File: src/pkg/post_clear_regs.vh
// register map and field layout of the posted-interrupt unit
// assumes a wishbone bus with 32-bit words, one register per aligned word
`ifndef POST_CLEAR_REGS_VH
`define POST_CLEAR_REGS_VH

// ****************************************************************
// word indices (byte address is four times the index)
// ****************************************************************
`define IDX_POST_CLEAR 8'hda
`define IDX_SOURCE_MASK 8'he0
`define IDX_SW_CONTROL 8'he1
`define IDX_VECTOR 8'he2
`define IDX_IRQ_STATUS 8'hf0
`define IDX_IRQ_ENABLE 8'hf1
`define IDX_IRQ_CLEAR 8'hf2
`define IDX_GLOBAL_EN 8'hf3

// ****************************************************************
// fields and reset values
// ****************************************************************
`define NUM_SOURCES 8
`define SW_POST_EN_BIT 0
`define RESET_BYTE 8'h00
`define VEC_NONE 8'h00
`define VEC_BASE 8'h04
`define VEC_STEP 8'h04
`define STAT_POSTED 0
`define STAT_SWPOST 1
`define STAT_TAKEN 2
`define STAT_WIDTH 3

`endif

File: src/logic/priority_vector.v
// priority encoder of the pending sources into a vector
// assumes pending bits come from logic on the same clock
`timescale 1ns/1ps
`include "post_clear_regs.vh"
module priority_vector (
  // pending sources
  input wire [7:0] i_pending,
  // encoded result
  output reg [7:0] o_vector,
  output reg o_any
);
  integer k;
  // lowest bit index wins, as the supply monitor is the most urgent source
  always @* begin
    o_vector = `VEC_NONE;
    o_any = 1'b0;
    for (k = `NUM_SOURCES - 1; k >= 0; k = k - 1) begin
      if (i_pending[k]) begin
        o_vector = `VEC_BASE + (k[7:0] * `VEC_STEP);
        o_any = 1'b1;
      end
    end
  end
endmodule

File: src/logic/interrupt_post_clear_unit.v
// posted-interrupt flags, mask, vector and wishbone register file
// assumes event inputs are one-cycle pulses on i_clk; take ack likewise
//
// Register access over Wishbone was chosen for this implementation.
`timescale 1ns/1ps
`include "post_clear_regs.vh"
module interrupt_post_clear_unit (
  // clock, reset, enable
  input wire i_clk,
  input wire i_rst,
  input wire i_ce,
  // wishbone slave
  input wire i_wb_cyc,
  input wire i_wb_stb,
  input wire i_wb_we,
  input wire [9:0] i_wb_adr,
  input wire [3:0] i_wb_sel,
  input wire [31:0] i_wb_dat,
  output reg [31:0] o_wb_dat,
  output reg o_wb_ack,
  // source events, bit order as the clear register
  input wire [7:0] i_src_event,
  // core side
  input wire i_take_ack,
  output reg o_core_req,
  output reg [7:0] o_core_vector,
  // block interrupt
  output reg o_irq
);

  // ****************************************************************
  // state
  // ****************************************************************
  reg [7:0] posted_reg;
  reg [7:0] posted_next;
  reg [7:0] mask_reg;
  reg sw_post_en_reg;
  reg global_en_reg;
  reg [`STAT_WIDTH-1:0] status_reg;
  reg [`STAT_WIDTH-1:0] status_next;
  reg [`STAT_WIDTH-1:0] enable_reg;
  reg [7:0] taken_reg;
  reg [31:0] rdata;
  wire [7:0] pending;
  wire [7:0] vector;
  wire any_pending;
  wire [7:0] idx;
  wire access;
  wire wr;
  wire wr0;
  wire wr_clear;
  wire [7:0] wbyte;
  wire [7:0] hw_set;
  wire [7:0] sw_set;
  wire [7:0] sw_clr;
  wire [7:0] take_clr;
  wire [7:0] lowest_pending;
  wire wr_mask;
  wire wr_sw_ctl;
  wire wr_irq_en;
  wire wr_global;
  wire take_now;
  wire core_req_next;

  assign idx = i_wb_adr[9:2];
  assign access = i_wb_cyc & i_wb_stb & ~o_wb_ack;
  assign wr = access & i_wb_we;
  assign wr0 = wr & i_wb_sel[0];
  assign wbyte = i_wb_dat[7:0];
  // only the clear register, never the vector register, edits the flags
  assign wr_clear = wr0 & (idx == `IDX_POST_CLEAR);

  // ****************************************************************
  // posted flags
  // ****************************************************************
  // the mask does not enter the set path
  assign hw_set = i_src_event;
  assign sw_set = (wr_clear & sw_post_en_reg) ? wbyte : `RESET_BYTE;
  assign sw_clr = (wr_clear & ~sw_post_en_reg) ? ~wbyte : `RESET_BYTE;
  assign take_clr = (o_core_req & i_take_ack) ? taken_reg : `RESET_BYTE;

  genvar g;
  generate
    for (g = 0; g < `NUM_SOURCES; g = g + 1) begin : gen_flag
      // set wins over any clear in the same cycle
      always @* begin
        posted_next[g] = posted_reg[g];
        if (sw_clr[g] | take_clr[g]) begin
          posted_next[g] = 1'b0;
        end
        if (hw_set[g] | sw_set[g]) begin
          posted_next[g] = 1'b1;
        end
      end
    end
  endgenerate

  // ****************************************************************
  // pending, priority and core request
  // ****************************************************************
  assign pending = posted_reg & mask_reg;
  priority_vector u_prio (
    .i_pending(pending),
    .o_vector(vector),
    .o_any(any_pending)
  );

  // ****************************************************************
  // block status events
  // ****************************************************************
  always @* begin
    status_next = status_reg;
    if (wr0 && idx == `IDX_IRQ_CLEAR) begin
      status_next = status_reg & ~wbyte[`STAT_WIDTH-1:0];
    end
    if (|hw_set) begin
      status_next[`STAT_POSTED] = 1'b1;
    end
    if (|sw_set) begin
      status_next[`STAT_SWPOST] = 1'b1;
    end
    if (o_core_req & i_take_ack) begin
      status_next[`STAT_TAKEN] = 1'b1;
    end
  end

  // ****************************************************************
  // read mux
  // ****************************************************************
  always @* begin
    rdata = 32'h0000_0000;
    case (idx)
      `IDX_POST_CLEAR: rdata[7:0] = posted_reg;
      `IDX_SOURCE_MASK: rdata[7:0] = mask_reg;
      `IDX_SW_CONTROL: rdata[`SW_POST_EN_BIT] = sw_post_en_reg;
      `IDX_VECTOR: rdata[7:0] = vector;
      `IDX_IRQ_STATUS: rdata[`STAT_WIDTH-1:0] = status_reg;
      `IDX_IRQ_ENABLE: rdata[`STAT_WIDTH-1:0] = enable_reg;
      `IDX_GLOBAL_EN: rdata[0] = global_en_reg;
      default: rdata = 32'h0000_0000;
    endcase
  end

  // ****************************************************************
  // write strobes and core side next values
  // ****************************************************************
  assign wr_mask = wr0 & (idx == `IDX_SOURCE_MASK);
  assign wr_sw_ctl = wr0 & (idx == `IDX_SW_CONTROL);
  assign wr_irq_en = wr0 & (idx == `IDX_IRQ_ENABLE);
  assign wr_global = wr0 & (idx == `IDX_GLOBAL_EN);
  assign take_now = o_core_req & i_take_ack;
  // only the lowest pending index is offered, so only it is taken
  assign lowest_pending = pending & ~(pending - 8'h01);
  // drop the request for one cycle after a take so it is not taken twice
  assign core_req_next = any_pending & global_en_reg & ~take_now;

  // ****************************************************************
  // posted flag registers
  // ****************************************************************
  generate
    for (g = 0; g < `NUM_SOURCES; g = g + 1) begin : gen_flag_reg
      always @(posedge i_clk) begin
        if (i_rst) begin
          posted_reg[g] <= 1'b0;
        end else if (i_ce) begin
          posted_reg[g] <= posted_next[g];
        end
      end
    end
  endgenerate

  // ****************************************************************
  // software post enable
  // ****************************************************************
  always @(posedge i_clk) begin
    if (i_rst) begin
      sw_post_en_reg <= 1'b0;
    end else if (i_ce) begin
      if (wr_sw_ctl) begin
        sw_post_en_reg <= wbyte[`SW_POST_EN_BIT];
      end
    end
  end

  // ****************************************************************
  // source mask
  // ****************************************************************
  always @(posedge i_clk) begin
    if (i_rst) begin
      mask_reg <= `RESET_BYTE;
    end else if (i_ce) begin
      if (wr_mask) begin
        // all eight bits of the written byte are stored as the mask
        mask_reg <= wbyte;
      end
    end
  end

  // ****************************************************************
  // global enable
  // ****************************************************************
  always @(posedge i_clk) begin
    if (i_rst) begin
      global_en_reg <= 1'b0;
    end else if (i_ce) begin
      if (wr_global) begin
        global_en_reg <= wbyte[0];
      end
    end
  end

  // ****************************************************************
  // block status
  // ****************************************************************
  always @(posedge i_clk) begin
    if (i_rst) begin
      status_reg <= {`STAT_WIDTH{1'b0}};
    end else if (i_ce) begin
      status_reg <= status_next;
    end
  end

  // ****************************************************************
  // block interrupt enable
  // ****************************************************************
  always @(posedge i_clk) begin
    if (i_rst) begin
      enable_reg <= {`STAT_WIDTH{1'b0}};
    end else if (i_ce) begin
      if (wr_irq_en) begin
        enable_reg <= wbyte[`STAT_WIDTH-1:0];
      end
    end
  end

  // ****************************************************************
  // source offered to the core
  // ****************************************************************
  always @(posedge i_clk) begin
    if (i_rst) begin
      taken_reg <= `RESET_BYTE;
    end else if (i_ce) begin
      // matches the vector registered in the same cycle
      taken_reg <= any_pending ? lowest_pending : `RESET_BYTE;
    end
  end

  // ****************************************************************
  // bus acknowledge
  // ****************************************************************
  always @(posedge i_clk) begin
    if (i_rst) begin
      o_wb_ack <= 1'b0;
    end else if (i_ce) begin
      // access excludes a held request, so ack is a single pulse
      o_wb_ack <= access;
    end
  end

  // ****************************************************************
  // bus read data
  // ****************************************************************
  always @(posedge i_clk) begin
    if (i_rst) begin
      o_wb_dat <= 32'h0000_0000;
    end else if (i_ce) begin
      o_wb_dat <= access ? rdata : 32'h0000_0000;
    end
  end

  // ****************************************************************
  // core request
  // ****************************************************************
  always @(posedge i_clk) begin
    if (i_rst) begin
      o_core_req <= 1'b0;
    end else if (i_ce) begin
      o_core_req <= core_req_next;
    end
  end

  // ****************************************************************
  // core vector
  // ****************************************************************
  always @(posedge i_clk) begin
    if (i_rst) begin
      o_core_vector <= `VEC_NONE;
    end else if (i_ce) begin
      o_core_vector <= vector;
    end
  end

  // ****************************************************************
  // block interrupt
  // ****************************************************************
  always @(posedge i_clk) begin
    if (i_rst) begin
      o_irq <= 1'b0;
    end else if (i_ce) begin
      // next status is used so the level follows a clear without delay
      o_irq <= |(status_next & enable_reg);
    end
  end

endmodule

File: config.mk
export PLATFORM = sky130hd
export DESIGN_NAME = interrupt_post_clear_unit
export DESIGN_NICKNAME = d
export VERILOG_FILES = /design/src/logic/priority_vector.v /design/src/logic/interrupt_post_clear_unit.v
export VERILOG_INCLUDE_DIRS = /design/src /design/src/pkg
export SDC_FILE = /design/constraint.sdc
export NUM_CORES = 1
export LEC_CHECK = 0
export BUFFER_PORTS_ARGS = -buffer_cell sky130_fd_sc_hd__buf_2
export CAP_MARGIN = 15
export CORE_ASPECT_RATIO = 0.7
export CORE_MARGIN = 10
export CORE_UTILIZATION = 49
export DETAILED_ROUTE_END_ITERATION = 10
export HOLD_SLACK_MARGIN = 0.06
export PLACE_DENSITY = 0.92
export SKIP_LAST_GASP = 1
export SLEW_MARGIN = 20
export SYNTH_ARGS = -nofsm -noshare
export SYNTH_HDL_FRONTEND = slang
export SYNTH_SLANG_ARGS = --single-unit
File: constraint.sdc
create_clock -name i_clk -period 1.85 [get_ports i_clk]
set_input_delay 0.185 -clock i_clk [delete_from_list [all_inputs] [get_ports i_clk]]
set_output_delay 0.185 -clock i_clk [all_outputs]
set_load 0.05 [all_outputs]
## Word-level counts from Yosys, hierarchy flattened

Cells that the tools add are included.

| storage, ports and cells | value |
|---|---|
| register bits | 75 |
| input bits | 61 |
| output and inout bits | 43 |
| logic and storage cells | 136 |

| cells by class | value |
|---|---|
| add/sub/neg operators | 1 |
| equal/unequal tests | 8 |
| multiplexer cells | 44 |
| bitwise gates (word level) | 40 |
| reduce and logical (&&, ||, !) cells | 24 |

Operators with widths:

| kind | number |
|---|---|
| $eq A8 B8 Y1 const B | 8 |
| $mux W6 | 8 |
| $mux W8 | 5 |
| $mux W1 | 27 |
| $reduce_and A2 Y1 | 12 |
| $and A8 B8 Y8 | 2 |
| $not A8 Y8 | 2 |
| $or A1 B1 Y1 | 16 |
| $reduce_bool A2 Y1 | 8 |
| $reduce_or A8 Y1 | 2 |
| $pmux W5 S3 | 1 |
| $and A1 B1 Y1 | 14 |
| $pmux W2 S5 | 1 |
| $sub A8 B1 Y8 const B | 1 |
| $pmux W1 S7 | 1 |
| $and A3 B3 Y3 | 2 |
| $mux W3 | 1 |
| $not A1 Y1 | 3 |
| $not A3 Y3 | 1 |
| $reduce_or A3 Y1 | 1 |
| $logic_and A1 B1 Y1 | 1 |

## Depth between registers and ports, before layout

Gate-level depths: netlist (run 1).

| logic depth | value |
|---|---|
| word-level depth | 11 |
| mapped depth | 7 |
| depth with buffers taken out | 5 |

## Cells and area by module

From an unflattened synthesis (run 1), not the netlist that was laid out.

| second synthesis, totals | value |
|---|---|
| cells, all modules | 356 |
| area total of the unflattened synthesis | 2875.3 sq um |

Modules (own cells, without submodules):

| module | times used | cells each | area an instance (sq um) | seq. area each (sq um) |
|---|---|---|---|---|
| interrupt_post_clear_unit | 1 | 337 | 2752.6 | 1021.0 |
| priority_vector | 1 | 19 | 122.6 | 0.0 |

## Least setup slack after synthesis (run 1)

No wires, ideal clock.

| timing path | value |
|---|---|
| path type | reg2reg |
| from | register o_wb_ack |
| to | register enable_reg[0] |
| setup time | 0.128 ns |
| data arrival time | 1.661 ns |
| data required time | 1.722 ns |
| setup slack | 0.062 ns |
| stages on the path, launching flop included | 7 |
| path buffers | 1 |
| period minus slack after synthesis | 1.788 ns |
| cells stage by stage | dfxtp_1 > nand4b_1 > nor2_1 > and4_1 > buf_2 > mux2i_1 > nor2_1 |

| on the way | value |
|---|---|
| longest elaborated chain between the ends | 6 |

Ends and longest elaborated chain:

| what | RTL line | RTL |
|---|---|---|
| start, declared | interrupt_post_clear_unit.v:20 | `output reg o_wb_ack,` |
| start signal, assigned | interrupt_post_clear_unit.v:256 | `o_wb_ack <= access;` |
| $not A1 Y1 | interrupt_post_clear_unit.v:66 | `assign access = i_wb_cyc & i_wb_stb & ~o_wb_ack;` |
| $and A1 B1 Y1 | interrupt_post_clear_unit.v:66 |  |
| $and A1 B1 Y1 | interrupt_post_clear_unit.v:67 | `assign wr = access & i_wb_we;` |
| $and A1 B1 Y1 | interrupt_post_clear_unit.v:68 | `assign wr0 = wr & i_wb_sel[0];` |
| $and A1 B1 Y1 | interrupt_post_clear_unit.v:149 | `` assign wr_irq_en = wr0 & (idx == `IDX_IRQ_ENABLE); `` |
| $reduce_and A2 Y1 (no line) | - |  |
| end signal, assigned | interrupt_post_clear_unit.v:228 | `` enable_reg <= {`STAT_WIDTH{1'b0}}; `` |
| end signal, assigned | interrupt_post_clear_unit.v:231 | `` enable_reg <= wbyte[`STAT_WIDTH-1:0]; `` |
| end, declared | interrupt_post_clear_unit.v:41 | `` reg [`STAT_WIDTH-1:0] enable_reg; `` |

Every way passes these cells.
A chain may end at the register's enable or synchronous reset.

## Worst setup path after layout (run 1)

| timing path | value |
|---|---|
| from | register mask_reg[2] |
| to | register taken_reg[6] |

| on the way | value |
|---|---|
| longest elaborated chain between the ends | 5 |

Ends and longest elaborated chain:

| what | RTL line | RTL |
|---|---|---|
| start, declared | interrupt_post_clear_unit.v:36 | `reg [7:0] mask_reg;` |
| start signal, assigned | interrupt_post_clear_unit.v:190 | `` mask_reg <= `RESET_BYTE; `` |
| start signal, assigned | interrupt_post_clear_unit.v:194 | `mask_reg <= wbyte;` |
| $and A8 B8 Y8 * | interrupt_post_clear_unit.v:101 | `assign pending = posted_reg & mask_reg;` |
| $sub A8 B1 Y8 / $mux W1 (equally long branches) | interrupt_post_clear_unit.v:153, priority_vector.v:18 |  |
| $not A8 Y8 / $mux W1 (equally long branches) | interrupt_post_clear_unit.v:153, priority_vector.v:18 |  |
| $and A8 B8 Y8 / $mux W1 (equally long branches) | interrupt_post_clear_unit.v:153, priority_vector.v:18 |  |
| $mux W8 (no line) * | - |  |
| end signal, assigned | interrupt_post_clear_unit.v:241 | `` taken_reg <= `RESET_BYTE; `` |
| end signal, assigned | interrupt_post_clear_unit.v:244 | `` taken_reg <= any_pending ? lowest_pending : `RESET_BYTE; `` |
| end, declared | interrupt_post_clear_unit.v:42 | `reg [7:0] taken_reg;` |

Every way passes the cells marked *; elsewhere a longest branch is shown, timed or not.

==> reports/metrics.cfg, run 1 <==
[worst_hold_path]
hold_path.startpoint = i_src_event[3]
hp-class = primary input to flop
holdPathStages = 3
hold-path-endpoint = posted_reg[3]

[logic_synthesis]
synth-edff-count = 0
synth-simple-area-share_pct = 27.2
yosysMostFrequentCell = nand2_1
synthAdderAreaFrac_pct = 0
synth_xor_area_share_pct = 0
synth_top_area_cell = dfxtp_1
synthMuxAreaShare_pct = 5.46
ys_top_cells_by_count = 55 x nand2_1, 47 x dfxtp_1, 43 x a21oi_1
syn_area_per_cell_um2 = 7.69
syn_area_um2 = 2610
synth-compound-area-share_pct = 19.8
yosys.area.top_type_share_pct = 36.0
yosysWarningCount = 0
synthTopCellsByArea = dfxtp_1 36%, buf_4 8.3%, a21oi_1 8.2%
netlist_instances = 340
synth_top_family_by_area = simple AND/OR/NAND/NOR gates
async_flop_share_pct = 0
ys_seq_area_share_pct = 36.0
synth_ff_type = dfxtp_1
ys_seq_elements = 47
ys_types = 46

[global_routing]
grt_pass1_vias = 2456
grt_util_all_layers_pct = 17.0
grt_max_degree = 19
antenna_found_initial = 0
grt_pass1_wl_um = 12100
overflow = 0

[cts]
htree_levels = 2
cts_setup_buffers = 0
max-clock-path-buffers = 2
clk_latency_ns = 0.29
cts_resized = 0
holdBufCountCts = 0
clock-sinks = 47
cts_root_buffer = clkbuf_8
cts_buffers = 5
path_clk_slew_ns = 0.08
cts_tree = done

[worst_setup_path]
critPathArrivalTime_ns = 2.00
cpPeakStageDelay_ns = 0.54
path_class = flop to flop
crit_chain = a222oi_1 -> and2_1 -> or3b_1 -> a21oi_1
r2r_end = taken_reg[6]
crit_required_ns = 2.07
reg2reg_from = mask_reg[2]
critPathCaptureType = flop
worstSetupStartpointType = flop
reg2regPathDepth = 4
r2r_slack_ns = 0.08
worst-path-max-fanout = 5
cpLargestDelayFamily = compound AO/OA/AOI/OAI gates
crit_slowest_cell = a222oi_1
path_buf_inv = 0

[sta]
rsz0062_at_grt = false
hold-worst-slack_ns = 0.106
tightest_slew_ns = 0.590
max_freq_mhz = 563
hold_viol = 0
fin_crit_sh_pct = 95.9
drv_slew = 0
layout_setup_ws_ns = 0.0753
relSlewSlack_pct = 60.6
final-setup-viol-count = 0
finalSetupTns_ns = 0
clock_skew_ns = 0.00439
min_period_ns = 1.77

[routing]
wirelength_um = 7700
dr.pass1.iters = 5
drc = 0
route.vias.total = 2694
drt-initial-drc-count = 250
wl_per_cell_um = 16.6
postRouteAntennaNets = 0
avgViaCountPerCell = 5.81

[layout]
final_nets = 454
area_growth_pct = 13.4
postLayoutCellArea_um2 = 2960
fillers = 514
drive_gt1_share_pct = 19.6
antenna_cells = 0

[placed_design]
portBuffers = 46
gp_congestion = 0.935
place_area_um2 = 2880
dpl_worst_slack_ns = 0.101
dp_hpwl_um = 5990

[floorplanning]
core_um2 = 5200
ios = 104
start_util_pct = 50.2
rows = 22
die_y_um = 81.1
die_area_um2 = 8700
fp.dieW_um = 107

[job]
drv_cap = 0

[run_status]
status = complete, no violations

[power_and_ir_drop]
p_leak_nw = 1.17
p_per_area_nw_per_um2 = 650
ir_drop_mv = 0.286

[worst register-to-register path, cell delays in order (launching register included)]
cell      delay, ns
dfxtp_1        0.35
a222oi_1       0.54
and2_1         0.23
or3b_1         0.40
a21oi_1        0.18
[layout by cell type, fill, tap and decap left out, drive strengths merged, types with 2 or more instances in the layout]
cell,n
a31oi,3
nand4,5
a2bb2oi,3
dfxtp,47
nand2,55
buf,64
nand3,17
and2,3
nand3b,3
conb,28
nand2b,2
a32oi,2
a21oi,43
nor2,34
o21ai,15
mux2i,12
nor2b,2
a22oi,5
inv,3
nor4,7
nor3,2
clkbuf,6
or4,4
nand4b,5
and4,3
a22o,3
a211oi,3
o211ai,2
a21boi,2
[metal layers]
metal	vias to the layer above	track usage [%]	wire length (um)
li1	1261	-	-
met1	1233	21.9	3210
met2	183	26.4	3320
met3	17	6.09	1050
met4	0	4.45	113
met5	-	0	0
[per-stage QoR]
stage,instances,utilization [%],power [mW]
after floorplan,367,-,1.33
after global placement,458,55.4,1.37
after detailed placement,458,55.4,1.38
after CTS,464,56.8,1.93
after global routing,464,57.0,1.99
final,464,57.0,1.93
[cell families after synthesis]
| group | after synthesis |
|---|---|
| muxes | 13 |
| AOI/OAI and AO/OA | 85 |
| buffers and inverters | 48 |
| and+or+nand+nor | 146 |
| DFF | 47 |
| other | 1 |
[power by group]
part           total (mW)  switching (mW)  internal, mW
clock network       0.565           0.313         0.252
registers            1.04          0.0168          1.03
logic               0.319           0.246        0.0725
total                1.93           0.576          1.35
[area by class of cell]
type | count | area [um^2] | share of cell area, %
Multi-Input combinational cell | 272 | 1480 | 50.1
Timing Repair Buffer | 64 | 365 | 12.3
Clock buffer | 6 | 72.6 | 2.45
Sequential cell | 47 | 941 | 31.7
Tap cell | 72 | 90.1 | 3.04
Inverter | 3 | 11.3 | 0.380
[worst max path at each step]
stage | startpoint | end | slack (ns) | cells after the start
after floorplan | o_wb_ack | enable_reg[0] | 0.06 | 6
after global placement | i_wb_adr[4] | posted_reg[0] | 0.11 | 7
after detailed placement | i_wb_adr[4] | posted_reg[4] | 0.10 | 7
after CTS | o_wb_ack | o_irq | 0.09 | 5
after global routing | o_wb_ack | o_irq | 0.03 | 5
final | mask_reg[2] | taken_reg[6] | 0.08 | 4
No activity file was read; power rests on OpenSTA's default activity.
==> run 2: changes to the inputs <==
Settings changed: ABC_AREA set to 1, CORE_MARGIN 10 to not set, PLACE_DENSITY 0.92 to 0.91.
==> run 2 against run 1 <==
  * Clock skew rose by 0.0066 ns
  * Global-route usage increased by 7.5 points
  * Count of clock-buffer cells in the layout shrank 1
  * Non-clock buffer count fell by 15
  * Critical path type unchanged
  * Highest routed layer unchanged
  * Setup slack gained 0.14 ns
  * Sequential power about the same
  * Synthesized cell count rose by 20%
==> reports/metrics.cfg, run 2 <==
[routing]
wl_per_cell_um = 13.6  ; was 16.6 um
route.vias.total = 2862  ; was 2,694
wirelength_um = 7110  ; was 7700 um
postRouteAntennaNets = 0  ; unchanged
avgViaCountPerCell = 5.48  ; was 5.81
drt-initial-drc-count = 272  ; was 250
dr.pass1.iters = 5  ; unchanged
drc = 0  ; unchanged

[power_and_ir_drop]
pwr-share-clk_pct = 39.4  ; was 29.3%
p_leak_nw = 1.40  ; was 1.17 nW
p_per_area_nw_per_um2 = 759  ; was 650 nW/um^2
p_comb_share_pct = 14.9  ; was 16.5%
ir_drop_mv = 0.373  ; was 0.286 mV
seq_power_share_pct = 45.8  ; was 54.1%
switching_share_pct = 29.0  ; was 29.9%
intPower_mw = 1.65  ; was 1.35 mW
p_switching_uw = 672  ; was 576 uW

[worst_setup_path]
cpPeakStageDelay_ns = 0.33  ; was 0.54 ns
crit_chain = inv_1 -> nand3_2 -> nor2_4 -> inv_2 -> nor2_4 -> inv_2 -> nor2_4 -> inv_2 -> o21ai_0 -> a21oi_1  ; was a222oi_1 -> and2_1 -> or3b_1 -> a21oi_1
path_buf_inv = 4  ; was 0
critPathArrivalTime_ns = 1.84  ; was 2.00 ns
cp.depth = 10  ; was 4
cp-startpoint = o_wb_ack  ; was mask_reg[2]
path_class = flop to flop  ; unchanged
cp-endpoint = mask_reg[3]  ; was taken_reg[6]
reg2reg_from = o_wb_ack  ; was mask_reg[2]
r2r_end = mask_reg[3]  ; was taken_reg[6]
crit_required_ns = 2.06  ; was 2.07 ns
r2r_slack_ns = 0.21  ; was 0.08 ns
cpLargestDelayFamily = simple AND/OR/NAND/NOR gates  ; was compound AO/OA/AOI/OAI gates
crit_slowest_cell = dfxtp_1  ; was a222oi_1
critPathCaptureType = flop  ; unchanged
reg2regPathDepth = 10  ; was 4
worst-path-max-fanout = 12  ; was 5
worstSetupStartpointType = flop  ; unchanged

[cts]
cts_tree = done  ; unchanged
cts_buffers = 5  ; unchanged
clock-sinks = 47  ; unchanged
cts_root_buffer = clkbuf_8  ; unchanged
max-clock-path-buffers = 2  ; unchanged
cts_setup_buffers = 0  ; unchanged
path_clk_slew_ns = 0.09  ; was 0.08 ns
holdBufCountCts = 0  ; unchanged
clk_latency_ns = 0.31  ; was 0.29 ns
htree_levels = 2  ; unchanged
cts_resized = 0  ; unchanged

[layout]
multi_input_area_um2 = 1440  ; was 1480 um^2
regArea_um2 = 941  ; unchanged
layout_common_cells = 77 x nand2_1, 47 x dfxtp_1, 46 x buf_2, 44 x inv_1, 43 x a21oi_1  ; was 55 x nand2_1, 47 x dfxtp_1, 46 x buf_2, 43 x a21oi_1, 34 x nor2_1
drive_gt1_share_pct = 18.7  ; was 19.6%
area_growth_pct = 11.3  ; was 13.4%
final_common_cell = nand2_1  ; unchanged
final_nets = 510  ; was 454
fillers = 500  ; was 514
antenna_cells = 0  ; unchanged
utilization_pct = 57.5  ; was 57.0%

[global_routing]
antenna_found_initial = 0  ; unchanged
grt_pass1_vias = 2317  ; was 2,456
grt_max_degree = 31  ; was 19
grt_util_all_layers_pct = 24.4  ; was 17.0%
grt_pass1_wl_um = 11300  ; was 12,100 um
overflow = 0  ; unchanged

[sta]
relSlewSlack_pct = 57.0  ; was 60.6%
finalSetupTns_ns = 0  ; unchanged
max_freq_mhz = 611  ; was 563 MHz
rsz0062_at_grt = false  ; unchanged
min_period_ns = 1.64  ; was 1.77 ns
tightest_slew_ns = 0.644  ; was 0.590 ns
final-setup-viol-count = 0  ; unchanged
drv_slew = 0  ; unchanged
clock_skew_ns = 0.0110  ; was 0.00439 ns
hold_viol = 0  ; unchanged
fin_crit_sh_pct = 88.4  ; was 95.9%

[logic_synthesis]
yosysWarningCount = 0  ; unchanged
synth_top_family_by_area = simple AND/OR/NAND/NOR gates  ; unchanged
synth-edff-count = 0  ; unchanged
ys_seq_elements = 47  ; unchanged
yosys.area.top_type_share_pct = 34.3  ; was 36.0%
synth-simple-area-share_pct = 28.5  ; was 27.2%
yosysMostFrequentCell = nand2_1  ; unchanged
syn_area_per_cell_um2 = 6.73  ; was 7.69 um^2
syn_area_um2 = 2740  ; was 2610 um^2
synthTopCellsByArea = dfxtp_1 34%, nand2_1 11%, a21oi_1 7.8%  ; was dfxtp_1 36%, buf_4 8.3%, a21oi_1 8.2%
ys_seq_area_share_pct = 34.3  ; was 36.0%
synth_xor_area_share_pct = 0  ; unchanged
synth-compound-area-share_pct = 20.1  ; was 19.8%
synth_top_area_cell = dfxtp_1  ; unchanged
ys_top_cells_by_count = 77 x nand2_1, 47 x dfxtp_1, 44 x inv_1  ; was 55 x nand2_1, 47 x dfxtp_1, 43 x a21oi_1
netlist_instances = 408  ; was 340
synth_ff_type = dfxtp_1  ; unchanged
synthMuxAreaShare_pct = 0  ; was 5.46%
synthAdderAreaFrac_pct = 0  ; unchanged
async_flop_share_pct = 0  ; unchanged
ys_types = 36  ; was 46

[floorplanning]
start_util_pct = 51.6  ; was 50.2%
fp.dieW_um = 91.4  ; was 107 um
die_y_um = 64.6  ; was 81.1 um
rows = 22  ; unchanged
die_area_um2 = 5910  ; was 8700 um^2
ios = 104  ; unchanged
core_um2 = 5310  ; was 5200 um^2

[run_status]
status = complete, no violations  ; unchanged

[placed_design]
gp_congestion = 0.912  ; was 0.935
portBuffers = 46  ; unchanged
dp_hpwl_um = 5350  ; was 5990 um

[worst_hold_path]
hp-class = primary input to flop  ; unchanged

[job]
drv_cap = 0  ; unchanged

==> run 2: changes by cell type in the layout (fill, tap and decap cells not counted), moves of 5 or more <==
cell      delta
inv_1       +41
nand4b_1     -5
nor3_1       +6
nand3_1     +11
nand2_1     +22
mux2i_1     -12
o21ai_0     +15
inv_2        +7
nor4_1       -6
buf_4       -15
a22oi_1      -5
==> run 2: cells by family (layout without fill, tap and decap cells) <==
family,count (synthesis),in the layout
simple gates,168,168
buf+inv,94,109
compound gates,98,98
flops,47,47
other cells,1,28
==> run 2: layer usage <==
metal  GRT usage, %  vias up  share of wire (%)
met5              0        -                  0
met4           8.73        0                2.4
met3           5.05       26                 11
met2           33.7      196                 40
met1           36.8     1279                 46
li1               -     1361                  -
==> run 2: cell type report <==
type	count	share of cell area, %
Clock buffer	5	2.25
Clock inverter	3	2.21
Multi-Input combinational cell	294	47.0
Tap cell	72	2.95
Timing Repair Buffer	49	8.28
Inverter	52	6.43
Sequential cell	47	30.8
==> run 2: worst reg2reg max path: stages, from the launching register on <==
cell     delay [ns]
dfxtp_1        0.33
inv_1          0.06
nand3_2        0.09
nor2_4         0.25
inv_2          0.08
nor2_4         0.13
inv_2          0.08
nor2_4         0.13
inv_2          0.13
o21ai_0        0.19
a21oi_1        0.06
==> run 2: metrics by stage <==
stage / hold WS, ns / total power [mW] / cell area [um^2] / setup WS, ns / instances
floorplan: 0.320 / 1.38 / 2850 / 0.203 / 435
detailed placement: 0.462 / 1.42 / 2920 / 0.265 / 514
global placement: 0.454 / 1.42 / 2920 / 0.330 / 514
global route: 0.219 / 2.39 / 3050 / 0.0896 / 522
finish: 0.207 / 2.32 / 3050 / 0.214 / 522
CTS: 0.202 / 2.31 / 3050 / 0.259 / 522
==> run 2: how the worst min path moves through the flow <==
| stage | start | endpoint | slack, ns | cells past startpoint |
|---|---|---|---|---|
| after global placement | o_core_vector[5] | o_core_vector[5] | 0.45 | 2 |
| final | i_wb_dat[5] | mask_reg[5] | 0.21 | 3 |
| after CTS | i_wb_dat[1] | mask_reg[1] | 0.20 | 3 |
| after global routing | i_wb_dat[1] | mask_reg[1] | 0.22 | 3 |
| after floorplan | i_wb_dat[1] | mask_reg[1] | 0.32 | 2 |
| after detailed placement | o_wb_dat[5] | o_wb_dat[5] | 0.46 | 2 |
==> run 2: power by group through the flow <==
stage | clock, mW | combinational [mW] | sequential [mW]
3_3_place_gp | 0 | 0.335 | 1.08
3_5_place_dp | 0 | 0.340 | 1.08
5_1_grt | 0.956 | 0.368 | 1.06
2_1_floorplan | 0 | 0.287 | 1.10
6_report | 0.912 | 0.344 | 1.06
4_1_cts | 0.914 | 0.341 | 1.06
==> run 3: changes to the inputs <==
Settings changed: CORE_UTILIZATION 49 to 51, HOLD_SLACK_MARGIN 0.06 to not set, PLACE_DENSITY 0.91 to 0.92, SYNTH_HIERARCHICAL set to 1.
==> run 3 against run 2 <==
  * Worst hold slack lost 0.064 ns
  * Power decreased by 5.5%
  * Routed wire length increased by 16%
  * Clock power is 27% lower
  * Utilization rose by 1.1 points
  * Sequential power is 8% higher
  * Sequential cell count rose by 4
  * Non-clock buffer count increased by 10
  * Critical path type unchanged
==> reports/metrics.cfg, run 3 <==
[logic_synthesis]
synth_top_area_cell = dfxtp_1  ; unchanged
syn_area_per_cell_um2 = 6.77  ; was 6.73 um^2
yosysMostFrequentCell = nand2_1  ; unchanged
synthMuxAreaShare_pct = 0  ; unchanged
netlist_instances = 448  ; was 408
synth_top_family_by_area = simple AND/OR/NAND/NOR gates  ; unchanged
ys_seq_area_share_pct = 33.6  ; was 34.3%
async_flop_share_pct = 0  ; unchanged
synth-simple-area-share_pct = 32.8  ; was 28.5%
synth_xor_area_share_pct = 0  ; unchanged
synthAdderAreaFrac_pct = 0  ; unchanged
yosysWarningCount = 6  ; was 0
syn_area_um2 = 3030  ; was 2740 um^2
synth_ff_type = dfxtp_1  ; unchanged
ys_seq_elements = 51  ; was 47
synth-compound-area-share_pct = 16.4  ; was 20.1%
ys_top_cells_by_count = 110 x nand2_1, 51 x dfxtp_1, 49 x inv_1  ; was 77 x nand2_1, 47 x dfxtp_1, 44 x inv_1
ys_types = 35  ; was 36
synthTopCellsByArea = dfxtp_1 34%, nand2_1 14%, buf_4 7.4%  ; was dfxtp_1 34%, nand2_1 11%, a21oi_1 7.8%
synth-edff-count = 0  ; unchanged
yosys.area.top_type_share_pct = 33.6  ; was 34.3%

[worst_setup_path]
worst_path_most_repeated_cell = nand2_1
crit_required_ns = 2.04  ; was 2.06 ns
cpLargestDelayFamily = simple AND/OR/NAND/NOR gates  ; unchanged
path_class = flop to flop  ; unchanged
crit_chain = inv_1 -> nand3_4 -> nor2_4 -> nand3_1 -> o21ai_0 -> nand2_1 -> nand2_1 -> a21oi_1  ; was inv_1 -> nand3_2 -> nor2_4 -> inv_2 -> nor2_4 -> inv_2 -> nor2_4 -> inv_2 -> o21ai_0 -> a21oi_1
critPathArrivalTime_ns = 1.87  ; was 1.84 ns
critPathCaptureType = flop  ; unchanged
crit_slowest_cell = dfxtp_1  ; unchanged
worst-path-max-fanout = 8  ; was 12
path_buf_inv = 1  ; was 4
worstSetupStartpointType = flop  ; unchanged
cpPeakStageDelay_ns = 0.33  ; about the same

[sta]
rsz0062_at_grt = false  ; unchanged
finalSetupTns_ns = 0  ; unchanged
hold-worst-slack_ns = 0.143  ; was 0.207 ns
max_freq_mhz = 592  ; was 611 MHz
hold_viol = 0  ; unchanged
drv_slew = 0  ; unchanged
final-setup-viol-count = 0  ; unchanged
fin_crit_sh_pct = 91.3  ; was 88.4%
clock_skew_ns = 0.00728  ; was 0.0110 ns
min_period_ns = 1.69  ; was 1.64 ns

[power_and_ir_drop]
ir_drop_mv = 0.351  ; was 0.373 mV
p_leak_nw = 1.62  ; was 1.40 nW
p_per_area_nw_per_um2 = 653  ; was 759 nW/um^2

[layout]
drive_gt1_share_pct = 21.2  ; was 18.7%
final_common_cell = nand2_1  ; unchanged
utilization_pct = 58.6  ; was 57.5%
final_nets = 559  ; was 510
antenna_cells = 0  ; unchanged
layout_common_cells = 110 x nand2_1, 51 x dfxtp_1, 50 x buf_2, 46 x inv_1, 38 x a21oi_1  ; was 77 x nand2_1, 47 x dfxtp_1, 46 x buf_2, 44 x inv_1, 43 x a21oi_1
area_growth_pct = 10.6  ; was 11.3%

[cts]
htree_levels = 2  ; unchanged
holdBufCountCts = 0  ; unchanged
clk_latency_ns = 0.31  ; about the same
cts_root_buffer = clkbuf_8  ; unchanged
max-clock-path-buffers = 2  ; unchanged
cts_setup_buffers = 0  ; unchanged
path_clk_slew_ns = 0.10  ; was 0.09 ns
cts_tree = done  ; unchanged
cts_buffers = 5  ; unchanged
clock-sinks = 51  ; was 47

[placed_design]
portBuffers = 50  ; was 46
gp_congestion = 0.976  ; was 0.912
dp_hpwl_um = 6200  ; was 5350 um

[global_routing]
grt_pass1_wl_um = 13900  ; was 11,300 um
overflow = 0  ; unchanged
grt_util_all_layers_pct = 29.3  ; was 24.4%
grt_pass1_vias = 2887  ; was 2,317
antenna_found_initial = 0  ; unchanged
grt_max_degree = 32  ; was 31

[routing]
route.vias.total = 3090  ; was 2,862
dr.pass1.iters = 5  ; unchanged
wirelength_um = 8270  ; was 7110 um
postRouteAntennaNets = 0  ; unchanged
avgViaCountPerCell = 5.38  ; was 5.48
drc = 0  ; unchanged
wl_per_cell_um = 14.4  ; was 13.6 um
drt-initial-drc-count = 335  ; was 272

[floorplanning]
core_um2 = 5730  ; was 5310 um^2
ios = 104  ; unchanged
die_y_um = 66.5  ; was 64.6 um
die_area_um2 = 6270  ; was 5910 um^2
rows = 23  ; was 22
start_util_pct = 53.0  ; was 51.6%
fp.dieW_um = 94.2  ; was 91.4 um

[worst_hold_path]
hp-class = primary input to flop  ; unchanged

[run_status]
status = complete, no violations  ; unchanged

[job]
drv_cap = 0  ; unchanged

[run 3: final cells by class]
cell class	count	area [um^2]
Timing Repair Buffer	59	318
Sequential cell	51	1020
Clock buffer	5	68.8
Clock inverter	3	18.8
Fill cell	562	2370
Tap cell	75	93.8
Multi-Input combinational cell	323	1610
Inverter	58	225
[run 3: worst register-to-register path, stage by stage (launching register included)]
cell and delay, ns:
dfxtp_1 0.33, inv_1 0.09, nand3_4 0.11, nor2_4 0.21
nand3_1 0.32, o21ai_0 0.26, nand2_1 0.09, nand2_1 0.08
a21oi_1 0.07
[run 3: timing repair]
action / 4_1_cts / 5_1_grt
setup endpoints to repair: 0 / 2
endpoints found under the hold margin: 0 / 0
gates resized for setup: 0 / 5
[run 3: final timing paths]
kind	start	endpoint	slack [ns]	cells after the start
max reg2reg	o_wb_ack	posted_reg[2]	0.16	8
max	o_wb_ack	posted_reg[2]	0.16	8
min reg2reg	global_en_reg	global_en_reg	0.47	2
min	i_wb_dat[5]	mask_reg[5]	0.14	3
[run 3: power breakdown]
part           switching, mW  internal [mW]  total [mW]
Clock                  0.401          0.268       0.669
Sequential            0.0187           1.13        1.14
Combinational          0.297         0.0800       0.377
Total                  0.717           1.47        2.19
[run 3: cells by family after synthesis]
family                 count (synthesis)
AND/OR/NAND/NOR                      205
buffers and inverters                100
AO/OA/AOI/OAI                         90
flip-flops                            51
other                                  2
[run 3: routing by layer]
| layer | wire length (um) | track usage [%] | up-vias |
|---|---|---|---|
| met1 | 3560 | 38.3 | 1395 |
| met5 | 0 | 0.926 | - |
| met4 | 205 | 10.8 | 0 |
| met3 | 975 | 9.02 | 28 |
| li1 | - | - | 1486 |
| met2 | 3530 | 45.2 | 181 |
[run 3: stage by stage]
step	instances	setup WS (ns)	cell area [um^2]	total power, mW
floorplan	474	0.238	3130	1.49
global placement	566	0.244	3260	1.53
detailed placement	566	0.131	3260	1.54
CTS	574	0.0855	3340	2.19
global route	574	0.0178	3360	2.27
finish	574	0.162	3360	2.19
